**config.mk**
```make
export PLATFORM = sky130hd
export DESIGN_NAME = sfs_status_regs
export DESIGN_NICKNAME = d
export VERILOG_FILES = /design/src/hdl/sfs_pkg.sv /design/src/hdl/sfs_limit_cmp.sv /design/src/hdl/sfs_pin_sync.sv /design/src/hdl/sfs_status_regs.sv
export SDC_FILE = /design/constraint.sdc
export NUM_CORES = 1
export LEC_CHECK = 0
export BUFFER_PORTS_ARGS = -buffer_cell sky130_fd_sc_hd__buf_2
export CORE_ASPECT_RATIO = 2
export CORE_MARGIN = 1.5
export CORE_UTILIZATION = 39
export DETAILED_ROUTE_END_ITERATION = 7
export GPL_TIMING_DRIVEN = 0
export MAX_ROUTING_LAYER = met4
export SLEW_MARGIN = 10
export SYNTH_ARGS = -nofsm -noshare
export SYNTH_HDL_FRONTEND = slang
export SYNTH_SLANG_ARGS = --single-unit
export TNS_END_PERCENT = 20
```
**constraint.sdc**
```tcl
create_clock -name mclk_i -period 4.8 [get_ports mclk_i]
set_input_delay 1.2 -clock mclk_i [delete_from_list [all_inputs] [get_ports mclk_i]]
set_output_delay 1.2 -clock mclk_i [all_outputs]
set_load 0.01 [all_outputs]
```
**src/hdl/sfs_pkg.sv**
```systemverilog
// constants for the supply fault status registers
package sfs_pkg;
    // command codes
    localparam logic [7:0] CMD_STATUS_BYTE = 8'h78;
    localparam logic [7:0] CMD_SUMMARY     = 8'h79;
    localparam logic [7:0] CMD_OUT_VOLT    = 8'h7a;
    localparam logic [7:0] CMD_OUT_CURR    = 8'h7b;
    localparam logic [7:0] CMD_IN_SUPPLY   = 8'h7c;
    localparam logic [7:0] CMD_VIN_HI_LIM  = 8'h57;
    localparam logic [7:0] CMD_VIN_LO_LIM  = 8'h58;
    localparam logic [7:0] CMD_CUR_LIM     = 8'he0;
    localparam logic [7:0] CMD_OUTPUT_SENSE_PIN_HI_LIM = 8'he1;
    localparam logic [7:0] CMD_OUTPUT_SENSE_PIN_LO_LIM = 8'he2;
    localparam logic [7:0] CMD_CLEAR       = 8'he3;
    // measurement width and threshold reset values
    localparam int         ADC_W           = 12;
    localparam logic [11:0] LIM_HIGH_RST   = 12'h0fff;
    localparam logic [11:0] LIM_LOW_RST    = 12'h0000;
    // summary word bits
    localparam int SW_OUT_VOLT  = 15;
    localparam int SW_OUT_CURR  = 14;
    localparam int SW_IN_SUPPLY = 13;
    localparam int SW_VENDOR    = 12;
    localparam int SW_PGOOD_N   = 11;
    // output voltage / current / input supply byte bits
    localparam int VO_HIGH = 6;
    localparam int VO_LOW  = 5;
    localparam int IO_TRIP = 7;
    localparam int IO_WARN = 5;
    localparam int IN_HF   = 7;
    localparam int IN_HW   = 6;
    localparam int IN_LW   = 5;
    localparam int IN_LF   = 4;
    // status byte bits
    localparam int SB_OFF  = 6;
    localparam int SB_TRIP = 4;
    localparam int SB_LF   = 3;
    localparam int SB_CML  = 1;
    localparam int SB_NOTA = 0;
    // latched flag vector indices
    localparam int F_OH   = 0;
    localparam int F_OL   = 1;
    localparam int F_TRIP = 2;
    localparam int F_CW   = 3;
    localparam int F_IHF  = 4;
    localparam int F_IHW  = 5;
    localparam int F_ILW  = 6;
    localparam int F_ILF  = 7;
    localparam int F_CML  = 8;
    localparam int F_N    = 9;
    // pin synchroniser lanes and reset levels (foldback idles good)
    localparam int         PIN_HI = 0;
    localparam int         PIN_LO = 1;
    localparam int         PIN_FB = 2;
    localparam logic [2:0] PIN_RST = 3'h4;
endpackage

```
**src/hdl/sfs_limit_cmp.sv**
```systemverilog
// measurement against high and low thresholds, one-cycle hits
`timescale 1ns/1ps
module sfs_limit_cmp #(
    parameter int W = 12
) (
    input  wire logic         mclk_i,
    input  wire logic         rst_i,
    input  wire logic         valid_i,
    input  wire logic [W-1:0] code_i,
    input  wire logic [W-1:0] hi_lim_i,
    input  wire logic [W-1:0] lo_lim_i,
    output logic              hi_o,
    output logic              lo_o
);
    always_ff @(posedge mclk_i) begin
        if (rst_i) begin
            hi_o <= 1'b0;
            lo_o <= 1'b0;
        end else begin
            hi_o <= valid_i && (code_i > hi_lim_i);
            lo_o <= valid_i && (code_i < lo_lim_i);
        end
    end
endmodule // sfs_limit_cmp

```
**src/hdl/sfs_pin_sync.sv**
```systemverilog
// three-stage pin synchroniser with agreement filter
`timescale 1ns/1ps
module sfs_pin_sync #(
    parameter int           W       = 3,
    parameter logic [W-1:0] RST_VAL = '0
) (
    input  wire logic         mclk_i,
    input  wire logic         rst_i,
    input  wire logic [W-1:0] pin_i,
    output logic      [W-1:0] level_o
);
    logic [W-1:0] s1_q;
    logic [W-1:0] s2_q;
    logic [W-1:0] s3_q;

    for (genvar i = 0; i < W; i++) begin : g_bit
        always_ff @(posedge mclk_i) begin
            if (rst_i) begin
                s1_q[i]    <= RST_VAL[i];
                s2_q[i]    <= RST_VAL[i];
                s3_q[i]    <= RST_VAL[i];
                level_o[i] <= RST_VAL[i];
            end else begin
                s1_q[i] <= pin_i[i];
                s2_q[i] <= s1_q[i];
                s3_q[i] <= s2_q[i];
                // a change counts only once two late stages agree
                if (s2_q[i] == s3_q[i]) begin
                    level_o[i] <= s3_q[i];
                end
            end
        end
    end
endmodule // sfs_pin_sync

```
**src/hdl/sfs_status_regs.sv**
```systemverilog
// status word and status bytes with their latches and command port
`timescale 1ns/1ps
////////////////////////////////////////////////////////////////////////////////
// Function
// RULE1: summary word read at 0x79, resets zero
// RULE2: bit15 set when voltage byte nonzero
// RULE3: bit14 set when current byte nonzero
// RULE4: bit13 set when input byte nonzero
// RULE5: bit12 set when vendor byte nonzero
// RULE6: bit11 is inverse of power good
// RULE7: summary bits 10..8 read zero
// RULE8: low summary byte equals status byte
// RULE9: voltage byte at 0x7A, variant only
// RULE10: voltage bit6 latches output high warning
// RULE11: voltage bit5 latches output low warning
// RULE12: voltage and current bits 4..0 zero
// RULE13: current byte at 0x7B, resets zero
// RULE14: current bit7 latches current trip fault
// RULE15: current bit5 latches current high warning
// RULE16: input byte at 0x7C, resets zero
// RULE17: input bit7 latches high limit pin
// RULE18: input bit6 latches input high warning
// RULE19: input bit5 latches input low warning
// RULE20: input bit4 latches low limit pin
// RULE21: input bits 3..0 read zero
// RULE22: current warning compares 12-bit code, threshold
// RULE23: input high threshold resets to 0x0FFF
// RULE24: latched bits hold until clear or reset
module sfs_status_regs #(
    parameter bit HAS_OUT_SENSE = 1'b1
) (
    input  wire logic        mclk_i,
    input  wire logic        rst_i,
    input  wire logic        cmd_valid_i,
    input  wire logic        cmd_write_i,
    input  wire logic [7:0]  cmd_code_i,
    input  wire logic [15:0] cmd_wdata_i,
    output logic             rsp_valid_o,
    output logic [15:0]      rsp_data_o,
    output logic             rsp_err_o,
    input  wire logic        high_limit_input_pin_i,
    input  wire logic        low_limit_input_pin_i,
    input  wire logic        foldback_sense_pin_i,
    input  wire logic        current_trip_fault_i,
    input  wire logic        gate_off_i,
    input  wire logic [7:0]  vendor_flags_byte_i,
    input  wire logic        vin_valid_i,
    input  wire logic [11:0] vin_code_i,
    input  wire logic        output_sense_pin_valid_i,
    input  wire logic [11:0] output_sense_pin_code_i,
    input  wire logic        iout_valid_i,
    input  wire logic [11:0] iout_code_i,
    output logic             supply_good_pin_o
);
    localparam int AW = sfs_pkg::ADC_W;

    logic [2:0]          pin_lvl;
    logic [sfs_pkg::F_N-1:0] flags_q;
    logic [sfs_pkg::F_N-1:0] flags_set;
    logic [AW-1:0]       vin_hi_lim_q;
    logic [AW-1:0]       vin_lo_lim_q;
    logic [AW-1:0]       cur_lim_q;
    logic [AW-1:0]       output_sense_pin_hi_lim_q;
    logic [AW-1:0]       output_sense_pin_lo_lim_q;
    logic                vin_hi_hit;
    logic                vin_lo_hit;
    logic                output_sense_pin_hi_hit;
    logic                output_sense_pin_lo_hit;
    logic                cur_hi_hit;
    logic [7:0]          output_sense_pin_byte;
    logic [7:0]          iout_byte;
    logic [7:0]          input_byte;
    logic [7:0]          status_byte;
    logic [15:0]         summary_word;

    ////////////////////////////////////////////////////////////////////////////
    // pins and threshold comparisons

    sfs_pin_sync #(
        .W       (3),
        .RST_VAL (sfs_pkg::PIN_RST)
    ) u_pins (
        .mclk_i  (mclk_i),
        .rst_i   (rst_i),
        .pin_i   ({foldback_sense_pin_i, low_limit_input_pin_i, high_limit_input_pin_i}),
        .level_o (pin_lvl)
    );

    sfs_limit_cmp #(.W(AW)) u_vin (
        .mclk_i   (mclk_i),
        .rst_i    (rst_i),
        .valid_i  (vin_valid_i),
        .code_i   (vin_code_i),
        .hi_lim_i (vin_hi_lim_q),
        .lo_lim_i (vin_lo_lim_q),
        .hi_o     (vin_hi_hit),
        .lo_o     (vin_lo_hit)
    );

    sfs_limit_cmp #(.W(AW)) u_output_sense_pin (
        .mclk_i   (mclk_i),
        .rst_i    (rst_i),
        .valid_i  (output_sense_pin_valid_i),
        .code_i   (output_sense_pin_code_i),
        .hi_lim_i (output_sense_pin_hi_lim_q),
        .lo_lim_i (output_sense_pin_lo_lim_q),
        .hi_o     (output_sense_pin_hi_hit),
        .lo_o     (output_sense_pin_lo_hit)
    );

    // only the high side is used; low limit held at zero never hits
    sfs_limit_cmp #(.W(AW)) u_cur (
        .mclk_i   (mclk_i),
        .rst_i    (rst_i),
        .valid_i  (iout_valid_i),
        .code_i   (iout_code_i),
        .hi_lim_i (cur_lim_q),
        .lo_lim_i (sfs_pkg::LIM_LOW_RST),
        .hi_o     (cur_hi_hit),
        .lo_o     ()
    );

    ////////////////////////////////////////////////////////////////////////////
    // command decode

    wire is_rd     = cmd_valid_i && !cmd_write_i;
    wire is_wr     = cmd_valid_i && cmd_write_i;
    wire rd_sb     = is_rd && (cmd_code_i == sfs_pkg::CMD_STATUS_BYTE);
    wire rd_sum    = is_rd && (cmd_code_i == sfs_pkg::CMD_SUMMARY);
    wire rd_vo     = is_rd && (cmd_code_i == sfs_pkg::CMD_OUT_VOLT) && HAS_OUT_SENSE; // [RULE9]
    wire rd_io     = is_rd && (cmd_code_i == sfs_pkg::CMD_OUT_CURR);
    wire rd_in     = is_rd && (cmd_code_i == sfs_pkg::CMD_IN_SUPPLY);
    wire sel_vinh  = cmd_code_i == sfs_pkg::CMD_VIN_HI_LIM;
    wire sel_vinl  = cmd_code_i == sfs_pkg::CMD_VIN_LO_LIM;
    wire sel_cur   = cmd_code_i == sfs_pkg::CMD_CUR_LIM;
    wire sel_vouth = (cmd_code_i == sfs_pkg::CMD_OUTPUT_SENSE_PIN_HI_LIM) && HAS_OUT_SENSE;
    wire sel_voutl = (cmd_code_i == sfs_pkg::CMD_OUTPUT_SENSE_PIN_LO_LIM) && HAS_OUT_SENSE;
    wire sel_lim   = sel_vinh || sel_vinl || sel_cur || sel_vouth || sel_voutl;
    wire clr_cmd   = is_wr && (cmd_code_i == sfs_pkg::CMD_CLEAR);
    wire rd_ok     = rd_sb || rd_sum || rd_vo || rd_io || rd_in || (is_rd && sel_lim);
    wire wr_ok     = clr_cmd || (is_wr && sel_lim);
    wire cmd_bad   = cmd_valid_i && !(rd_ok || wr_ok);
    wire fb_ok     = pin_lvl[sfs_pkg::PIN_FB];

    wire [AW-1:0] lim_rd = sel_vinh  ? vin_hi_lim_q  :
                           sel_vinl  ? vin_lo_lim_q  :
                           sel_cur   ? cur_lim_q     :
                           sel_vouth ? output_sense_pin_hi_lim_q : output_sense_pin_lo_lim_q;

    wire [15:0] rd_data = rd_sum ? summary_word        :
                          rd_sb  ? {8'h00, status_byte} :
                          rd_vo  ? {8'h00, output_sense_pin_byte}   :
                          rd_io  ? {8'h00, iout_byte}   :
                          rd_in  ? {8'h00, input_byte}  :
                          rd_ok  ? {4'h0, lim_rd}       : 16'h0000;

    ////////////////////////////////////////////////////////////////////////////
    // latched flags: set wins over clear

    always_comb begin
        flags_set                   = '0;
        flags_set[sfs_pkg::F_OH]    = output_sense_pin_hi_hit && HAS_OUT_SENSE;          // [RULE10]
        flags_set[sfs_pkg::F_OL]    = output_sense_pin_lo_hit && HAS_OUT_SENSE;          // [RULE11]
        flags_set[sfs_pkg::F_TRIP]  = current_trip_fault_i;                  // [RULE14]
        flags_set[sfs_pkg::F_CW]    = cur_hi_hit;                            // [RULE15] [RULE22]
        flags_set[sfs_pkg::F_IHF]   = pin_lvl[sfs_pkg::PIN_HI];              // [RULE17]
        flags_set[sfs_pkg::F_IHW]   = vin_hi_hit;                            // [RULE18] [RULE23]
        flags_set[sfs_pkg::F_ILW]   = vin_lo_hit;                            // [RULE19]
        flags_set[sfs_pkg::F_ILF]   = pin_lvl[sfs_pkg::PIN_LO];              // [RULE20]
        flags_set[sfs_pkg::F_CML]   = cmd_bad;
    end

    always_ff @(posedge mclk_i) begin
        if (rst_i) begin
            flags_q <= '0;
        end else begin
            flags_q <= flags_set | (flags_q & ~{sfs_pkg::F_N{clr_cmd}});    // [RULE24]
        end
    end

    ////////////////////////////////////////////////////////////////////////////
    // thresholds, written as words; upper nibble ignored

    always_ff @(posedge mclk_i) begin
        if (rst_i) begin
            vin_hi_lim_q  <= sfs_pkg::LIM_HIGH_RST;                           // [RULE23]
            vin_lo_lim_q  <= sfs_pkg::LIM_LOW_RST;
            cur_lim_q     <= sfs_pkg::LIM_HIGH_RST;
            output_sense_pin_hi_lim_q <= sfs_pkg::LIM_HIGH_RST;
            output_sense_pin_lo_lim_q <= sfs_pkg::LIM_LOW_RST;
        end else if (is_wr) begin
            if (sel_vinh)  vin_hi_lim_q  <= cmd_wdata_i[AW-1:0];
            if (sel_vinl)  vin_lo_lim_q  <= cmd_wdata_i[AW-1:0];
            if (sel_cur)   cur_lim_q     <= cmd_wdata_i[AW-1:0];              // [RULE22]
            if (sel_vouth) output_sense_pin_hi_lim_q <= cmd_wdata_i[AW-1:0];
            if (sel_voutl) output_sense_pin_lo_lim_q <= cmd_wdata_i[AW-1:0];
        end
    end

    ////////////////////////////////////////////////////////////////////////////
    // byte and word assembly; reserved bits stay zero

    always_comb begin
        output_sense_pin_byte                   = '0;                                    // [RULE12]
        output_sense_pin_byte[sfs_pkg::VO_HIGH] = flags_q[sfs_pkg::F_OH];
        output_sense_pin_byte[sfs_pkg::VO_LOW]  = flags_q[sfs_pkg::F_OL];
        iout_byte                   = '0;                                    // [RULE12]
        iout_byte[sfs_pkg::IO_TRIP] = flags_q[sfs_pkg::F_TRIP];
        iout_byte[sfs_pkg::IO_WARN] = flags_q[sfs_pkg::F_CW];
        input_byte                  = '0;                                    // [RULE21]
        input_byte[sfs_pkg::IN_HF]  = flags_q[sfs_pkg::F_IHF];
        input_byte[sfs_pkg::IN_HW]  = flags_q[sfs_pkg::F_IHW];
        input_byte[sfs_pkg::IN_LW]  = flags_q[sfs_pkg::F_ILW];
        input_byte[sfs_pkg::IN_LF]  = flags_q[sfs_pkg::F_ILF];
        status_byte                 = '0;
        status_byte[sfs_pkg::SB_OFF]  = gate_off_i;
        status_byte[sfs_pkg::SB_TRIP] = flags_q[sfs_pkg::F_TRIP];
        status_byte[sfs_pkg::SB_LF]   = flags_q[sfs_pkg::F_ILF];
        status_byte[sfs_pkg::SB_CML]  = flags_q[sfs_pkg::F_CML];
        status_byte[sfs_pkg::SB_NOTA] = |{output_sense_pin_byte, iout_byte, input_byte, vendor_flags_byte_i};
        summary_word                = '0;                                    // [RULE7]
        summary_word[7:0]           = status_byte;                           // [RULE8]
        summary_word[sfs_pkg::SW_OUT_VOLT]  = |output_sense_pin_byte;                    // [RULE2]
        summary_word[sfs_pkg::SW_OUT_CURR]  = |iout_byte;                    // [RULE3]
        summary_word[sfs_pkg::SW_IN_SUPPLY] = |input_byte;                   // [RULE4]
        summary_word[sfs_pkg::SW_VENDOR]    = |vendor_flags_byte_i;          // [RULE5]
        summary_word[sfs_pkg::SW_PGOOD_N]   = !fb_ok;                        // [RULE6]
    end

    ////////////////////////////////////////////////////////////////////////////
    // answer registers: one cycle after the request

    always_ff @(posedge mclk_i) begin
        if (rst_i) begin
            rsp_valid_o       <= 1'b0;
            rsp_data_o        <= 16'h0000;                                   // [RULE1]
            rsp_err_o         <= 1'b0;
            supply_good_pin_o <= 1'b1;
        end else begin
            rsp_valid_o       <= cmd_valid_i;
            rsp_data_o        <= rd_data;                                    // [RULE1] [RULE13] [RULE16]
            rsp_err_o         <= cmd_bad;
            supply_good_pin_o <= fb_ok;
        end
    end

    ////////////////////////////////////////////////////////////////////////////
    // checks

    property p_reset_clear;
        @(posedge mclk_i) rst_i |=> (flags_q == '0) && !rsp_valid_o && (rsp_data_o == 16'h0000);
    endproperty
    a_reset_clear: assert property (p_reset_clear) else $error("state not cleared by reset"); // [RULE1]

    property p_sum_output_sense_pin;
        @(posedge mclk_i) disable iff (rst_i) rd_sum |=> rsp_data_o[15] == $past(|output_sense_pin_byte);
    endproperty
    a_sum_output_sense_pin: assert property (p_sum_output_sense_pin) else $error("summary bit 15 wrong"); // [RULE2]

    property p_sum_iout;
        @(posedge mclk_i) disable iff (rst_i) rd_sum |=> rsp_data_o[14] == $past(|iout_byte);
    endproperty
    a_sum_iout: assert property (p_sum_iout) else $error("summary bit 14 wrong"); // [RULE3]

    property p_sum_input;
        @(posedge mclk_i) disable iff (rst_i) rd_sum |=> rsp_data_o[13] == $past(|input_byte);
    endproperty
    a_sum_input: assert property (p_sum_input) else $error("summary bit 13 wrong"); // [RULE4]

    property p_sum_vendor;
        @(posedge mclk_i) disable iff (rst_i) rd_sum |=> rsp_data_o[12] == $past(|vendor_flags_byte_i);
    endproperty
    a_sum_vendor: assert property (p_sum_vendor) else $error("summary bit 12 wrong"); // [RULE5]

    property p_sum_pgood;
        @(posedge mclk_i) disable iff (rst_i) rd_sum |=> rsp_data_o[11] != supply_good_pin_o;
    endproperty
    a_sum_pgood: assert property (p_sum_pgood) else $error("summary bit 11 not inverse of power good"); // [RULE6]

    property p_sum_low;
        @(posedge mclk_i) disable iff (rst_i)
            rd_sum |=> (rsp_data_o[10:8] == 3'h0) && (rsp_data_o[7:0] == $past(status_byte));
    endproperty
    a_sum_low: assert property (p_sum_low) else $error("summary low byte or reserved bits wrong"); // [RULE8]

    property p_trip_latch;
        @(posedge mclk_i) disable iff (rst_i) current_trip_fault_i |=> flags_q[sfs_pkg::F_TRIP];
    endproperty
    a_trip_latch: assert property (p_trip_latch) else $error("current trip not latched"); // [RULE14]

    property p_cur_warn;
        @(posedge mclk_i) disable iff (rst_i)
            (iout_valid_i && (iout_code_i > cur_lim_q)) |-> ##2 flags_q[sfs_pkg::F_CW];
    endproperty
    a_cur_warn: assert property (p_cur_warn) else $error("current warning not latched"); // [RULE15]

    property p_hold;
        @(posedge mclk_i) disable iff (rst_i)
            !clr_cmd |=> ((flags_q & $past(flags_q)) == $past(flags_q));
    endproperty
    a_hold: assert property (p_hold) else $error("latched flag dropped without clear"); // [RULE24]

    property p_io_rsv;
        @(posedge mclk_i) disable iff (rst_i)
            (rd_io || rd_vo) |=> rsp_data_o[4:0] == 5'h00;
    endproperty
    a_io_rsv: assert property (p_io_rsv) else $error("reserved status bits not zero"); // [RULE12]
endmodule // sfs_status_regs

```
; ---- Word level (Yosys, flattened, before mapping)
; Cells that the tools add are included.
[totals]
inputBits = 80
regBits = 105
elab_cells = 106
[classes]
n_eq_ne = 14
n_reduce_logical = 43
muxes = 10
magnitude_cmp = 5
bitwise = 4
[ops]
columns = op, count
row1 = $mux 12, 9
row2 = $eq 8x7->1 const B, 7
row3 = $gt 12x12->1, 3
row4 = $eq 8x8->1 const B, 4
row5 = $lt 12x12->1, 2
row6 = $logic_and 1x1->1, 16
row7 = $mux 16, 1
row8 = $reduce_or 16->1, 1
row9 = $logic_or 1x1->1, 11
row10 = $reduce_and 2->1, 5
row11 = $and 9x9->9, 1
row12 = $not 9->9, 1
row13 = $or 9x9->9, 1
row14 = $reduce_or 4->1, 2
row15 = $reduce_or 8->1, 1
row16 = $reduce_or 7->1, 1
row17 = $reduce_or 2->1, 2
row18 = $eq 1x1->1, 3
row19 = $logic_not 1->1, 3
row20 = $reduce_or 3->1, 1
row21 = $not 1->1, 1

; ---- Longest topological paths before layout
[depth]
depth_word = 14
depth_mapped = 9

; ---- Modules after synthesis
; A second synthesis with hierarchy kept.
[unflattened]
hier_cells = 739
hier_area_um2 = 6167.2
[modules_own_cells]
columns = module, area_each_um2, cells_each, seq_area_each_um2, n_inst
row1 = sfs_status_regs, 3933.8, 462, 1761.7, 1
row2 = sfs_limit_cmp, 626.9, 82, 40.0, 3
row3 = sfs_pin_sync, 352.8, 31, 240.2, 1

; ---- Worst setup path after synthesis
; OpenSTA, ideal clock, no wires.
[synth_path]
path_kind = input to register
start = in cmd_code_i[0]
end = reg vin_lo_lim_q[0]
path_stages = 5
t_arrival_ps = 2564
slack_ps = 2108
cell_sequence = or4b_2 -> nor3_4 -> buf_6 -> mux2i_1 -> nor2_1
[synth_between]
elab_chain_cells = 2
[synth_lines]
columns = item, line_no
row1 = start: declaration, sfs_status_regs.sv:36  ; input wire logic [7:0] cmd_code_i,
row2 = $eq 8x7->1, sfs_status_regs.sv:134  ; wire sel_vinl = cmd_code_i == sfs_pkg::CMD_VIN_LO_LIM;
row3 = $reduce_and 2->1 (no line), -
row4 = end signal: assignment, sfs_status_regs.sv:187  ; vin_lo_lim_q <= sfs_pkg::LIM_LOW_RST;
row5 = end signal: assignment, sfs_status_regs.sv:193  ; if (sel_vinl) vin_lo_lim_q <= cmd_wdata_i[AW-1:0];
row6 = end: declaration, sfs_status_regs.sv:61  ; logic [AW-1:0] vin_lo_lim_q;
; Every way passes these cells.
; A chain may end at the register's enable or synchronous reset.

; ---- Worst setup path after layout
[layout_path]
start = in cmd_code_i[3]
end = reg rsp_data_o[11]
[layout_between]
elab_chain_cells = 13
word_cells_on_any_way = 35
cone_classes = 10 x eq/ne / 10 x mux / 15 x reduce/logical
[layout_lines]
columns = item, line_no
row1 = "parallel branches: the longest is 12 deep, another holds $mux 12", -
row2 = $mux 16 *, sfs_status_regs.sv:150  ; wire [15:0] rd_data = rd_sum ? summary_word :
row3 = end signal: assignment, sfs_status_regs.sv:241  ; rsp_data_o <= rd_data;
row4 = end: declaration, sfs_status_regs.sv:39  ; output logic [15:0] rsp_data_o,
; Every way passes the cells marked *.

==> flow_summary.json <==
{
  "grt.overflow.total": 0,
  "cts_setup_buffers": 0,
  "cts_max_level": 3,
  "dr.first_iter.drc_count": 399,
  "wl_per_cell_um": 20.3,
  "maxCapViolCount": 0,
  "post-place-ws_ns": 1.65,
  "crit_type": "input pin to register",
  "cp_slowest_cell": "a32oi_1",
  "setup_violations": 0,
  "cts_tree": "yes",
  "placed_area_um2": 6580,
  "slew_headroom": 0.466,
  "synthCells": 681,
  "final_cell_mix": "dfxtp_1 (105), buf_2 (102), nor2_1 (75)",
  "cts_buffers": 9,
  "cts.sinks": 105,
  "ir_drop_mv": 0.143,
  "worstRegToRegCells": 6,
  "yosys-mux-area-fraction": 0.0427,
  "critical_path_arrival_ns": 3.07,
  "rsz0062_at_grt": "no",
  "clockRootBuffer": "clkbuf_16",
  "power_mw": 1.77,
  "rows": 63,
  "holdPathEnd": "u_pins.s2_q[2]",
  "die_w_um": 89.7,
  "final_common_cell": "dfxtp_1",
  "r2r_slack_ns": 2.86,
  "antenna_cells": 0,
  "first_pass_iters": 5,
  "core_area_um2": 14700,
  "place.gp.congestion": 0.972,
  "fin_area_um2": 6870,
  "synthSimpleGateAreaFrac": 0.205,
  "grt_pass1_wl_mm": 30.7,
  "power_density_nw_per_um2": 258,
  "path_common_cell": "buf_2",
  "hold_buffers": 0,
  "nNetsFinal": 924,
  "drc": 0,
  "end_kind": "register",
  "syn-cell-area_um2": 5860,
  "post-route-min-period_ns": 2.84,
  "fin_ws_ns": 1.96,
  "synth_cell_types": 65,
  "critical_path_required_ns": 5.02,
  "avgSynthCellArea_um2": 8.61,
  "synth_edf_count": 0,
  "setup-tns-final_ns": 0,
  "ys_seq_area_frac": 0.358,
  "outcome": "finished, final reports clean",
  "ys_ff_latch": 105,
  "synthArstFlopShare": 0,
  "viasPerCell": 5.67,
  "numPortBuffers": 94,
  "drive_above_1_share": 0.185,
  "crit_start": "cmd_code_i[3]",
  "timing.rr.end": "u_vin.hi_o",
  "syn_nets": 819,
  "clock_path_buffers": 2,
  "placed_cells": 970,
  "drv_slew": 0,
  "finalNonFillerCells": 986,
  "die_h_um": 176,
  "min-delay-start": "u_pins.s1_q[2]",
  "hold_depth": 1,
  "yosys.area_share.adder": 0.124,
  "synth-compound-area-share": 0.204,
  "slowest_delay_ns": 0.40,
  "antenna_found_initial": 0,
  "start_util": 0.398,
  "io_pins": 99,
  "skew_ns": 0.0133,
  "p_leak_nw": 3.10,
  "dieArea_um2": 15800,
  "synth-main-ff-cell": "dfxtp_1",
  "path_max_fanout": 10,
  "fmax_ghz": 0.352,
  "dp_hpwl_mm": 16.2,
  "detail-route-antenna-nets": 0,
  "cts_resized": 0,
  "vias": 5590,
  "grtUsageTotal": 0.263,
  "hold_viol": 0,
  "grt_pass1_vias": 5582,
  "synth-xor-area-share": 0,
  "syn_to_final_growth_pct": 17.1,
  "path_clk_slew_ns": 0.07,
  "routed_wl_mm": 20.0,
  "synth_top_family_by_area": "simple AND/OR/NAND/NOR gates",
  "grt_start_max_net_pins": 19,
  "clkLatencyLatePin_ns": 0.35,
  "startpoint_type": "input pin",
  "worstMarginPinSlew_ns": 0.801,
  "rr_startpoint": "vin_hi_lim_q[11]",
  "hold_path.class": "register to register",
  "timing.final.crit_share": 0.592,
  "path_cells": "buf_2, nor4bb_1, buf_4, nand2_2, buf_2, nor3_1, o21ai_0, a32oi_1, o22ai_1",
  "yosysWarnings": 0
}
==> sequential cells by signal (all words and copies together) (netlist names) <==
register / cells
cur_lim_q: 12
u_output_sense_pin.hi_o: 1
rsp_valid_o: 1
rsp_err_o: 1
u_pins.level_o: 3
u_vin.lo_o: 1
u_vin.hi_o: 1
output_sense_pin_lo_lim_q: 12
u_cur.hi_o: 1
supply_good_pin_o: 1
vin_hi_lim_q: 12
u_output_sense_pin.lo_o: 1
u_pins.s3_q: 3
flags_q: 9
vin_lo_lim_q: 12
rsp_data_o: 16
u_pins.s1_q: 3
u_pins.s2_q: 3
output_sense_pin_hi_lim_q: 12
==> Yosys cell counts (4+ instances only) <==
library cell,instances,area [um2]
dfxtp_1,105,2100
nor2_1,75,282
inv_1,62,233
ha_1,58,726
nand2_1,53,199
a21oi_1,39,195
a211o_1,28,245
mux2i_1,25,250
o21ai_0,23,115
a21o_1,21,158
nor2b_1,17,106
clkbuf_1,16,60.1
nand3b_1,14,105
a221oi_1,11,96.3
nand4_1,11,68.8
buf_2,8,40.0
nand2b_1,8,50.1
o22ai_1,8,50.1
or2_2,8,50.1
nand3_1,7,35.0
nor3_1,5,25.0
o21a_1,5,37.5
and2_1,4,25.0
buf_4,4,30.0
o211ai_1,4,30.0
o31ai_1,4,30.0
==> metal layers <==
layer | share of wire | GRT usage | wire length [um] | vias up
li1 | - | - | - | 2627
met1 | 0.36 | 0.255 | 7170 | 2684
met2 | 0.54 | 0.496 | 10800 | 212
met3 | 0.044 | 0.0284 | 882 | 67
met4 | 0.056 | 0.157 | 1110 | 0
met5 | 0 | - | 0 | -
==> power breakdown <==
part	leakage [nW]	switching (mW)	internal (mW)
combinational	2.10	0.104	0.0660
sequential	0.850	0.00460	0.878
clock	0.144	0.347	0.373
total	3.10	0.456	1.32
==> logic make-up after synthesis <==
logic type      after synthesis
compound gates              169
fa+ha+maj                    58
buf+inv                      93
flops                       105
mux                          25
simple gates                231
==> final cells by class <==
cell class                 count  area [um2]
fill                        1497        7870
multi-input combinational    483        3370
sequential                   105        2100
timing repair buffer          94         470
tap                          195         244
clock buffer                  10         239
inverter                      62         233
buffer                        31         156
clock inverter                 6        48.8
==> worst max-delay path by stage <==
stage                     cells after the start         endpoint
after floorplan                               5  vin_lo_lim_q[0]
after global placement                        9    rsp_data_o[8]
after detailed placement                      9    rsp_data_o[8]
after CTS                                     8    rsp_data_o[5]
after global routing                          9   rsp_data_o[11]
final                                         9   rsp_data_o[11]
==> worst max-delay path: cells and delay by family <==
kind	cells	cell delay, ns
AO/OA/AOI/OAI	3	0.71
AND/OR/NAND/NOR	3	0.55
buffers and inverters	3	0.60
==> through the flow <==
step | hold WS [ns] | util
2_1_floorplan | 0.389 | -
4_1_cts | 0.428 | 0.466
6_report | 0.424 | 0.466
5_1_grt | 0.445 | 0.466
3_3_place_gp | 0.397 | 0.446
3_5_place_dp | 0.408 | 0.446
(Power assumes the default switching activity.)
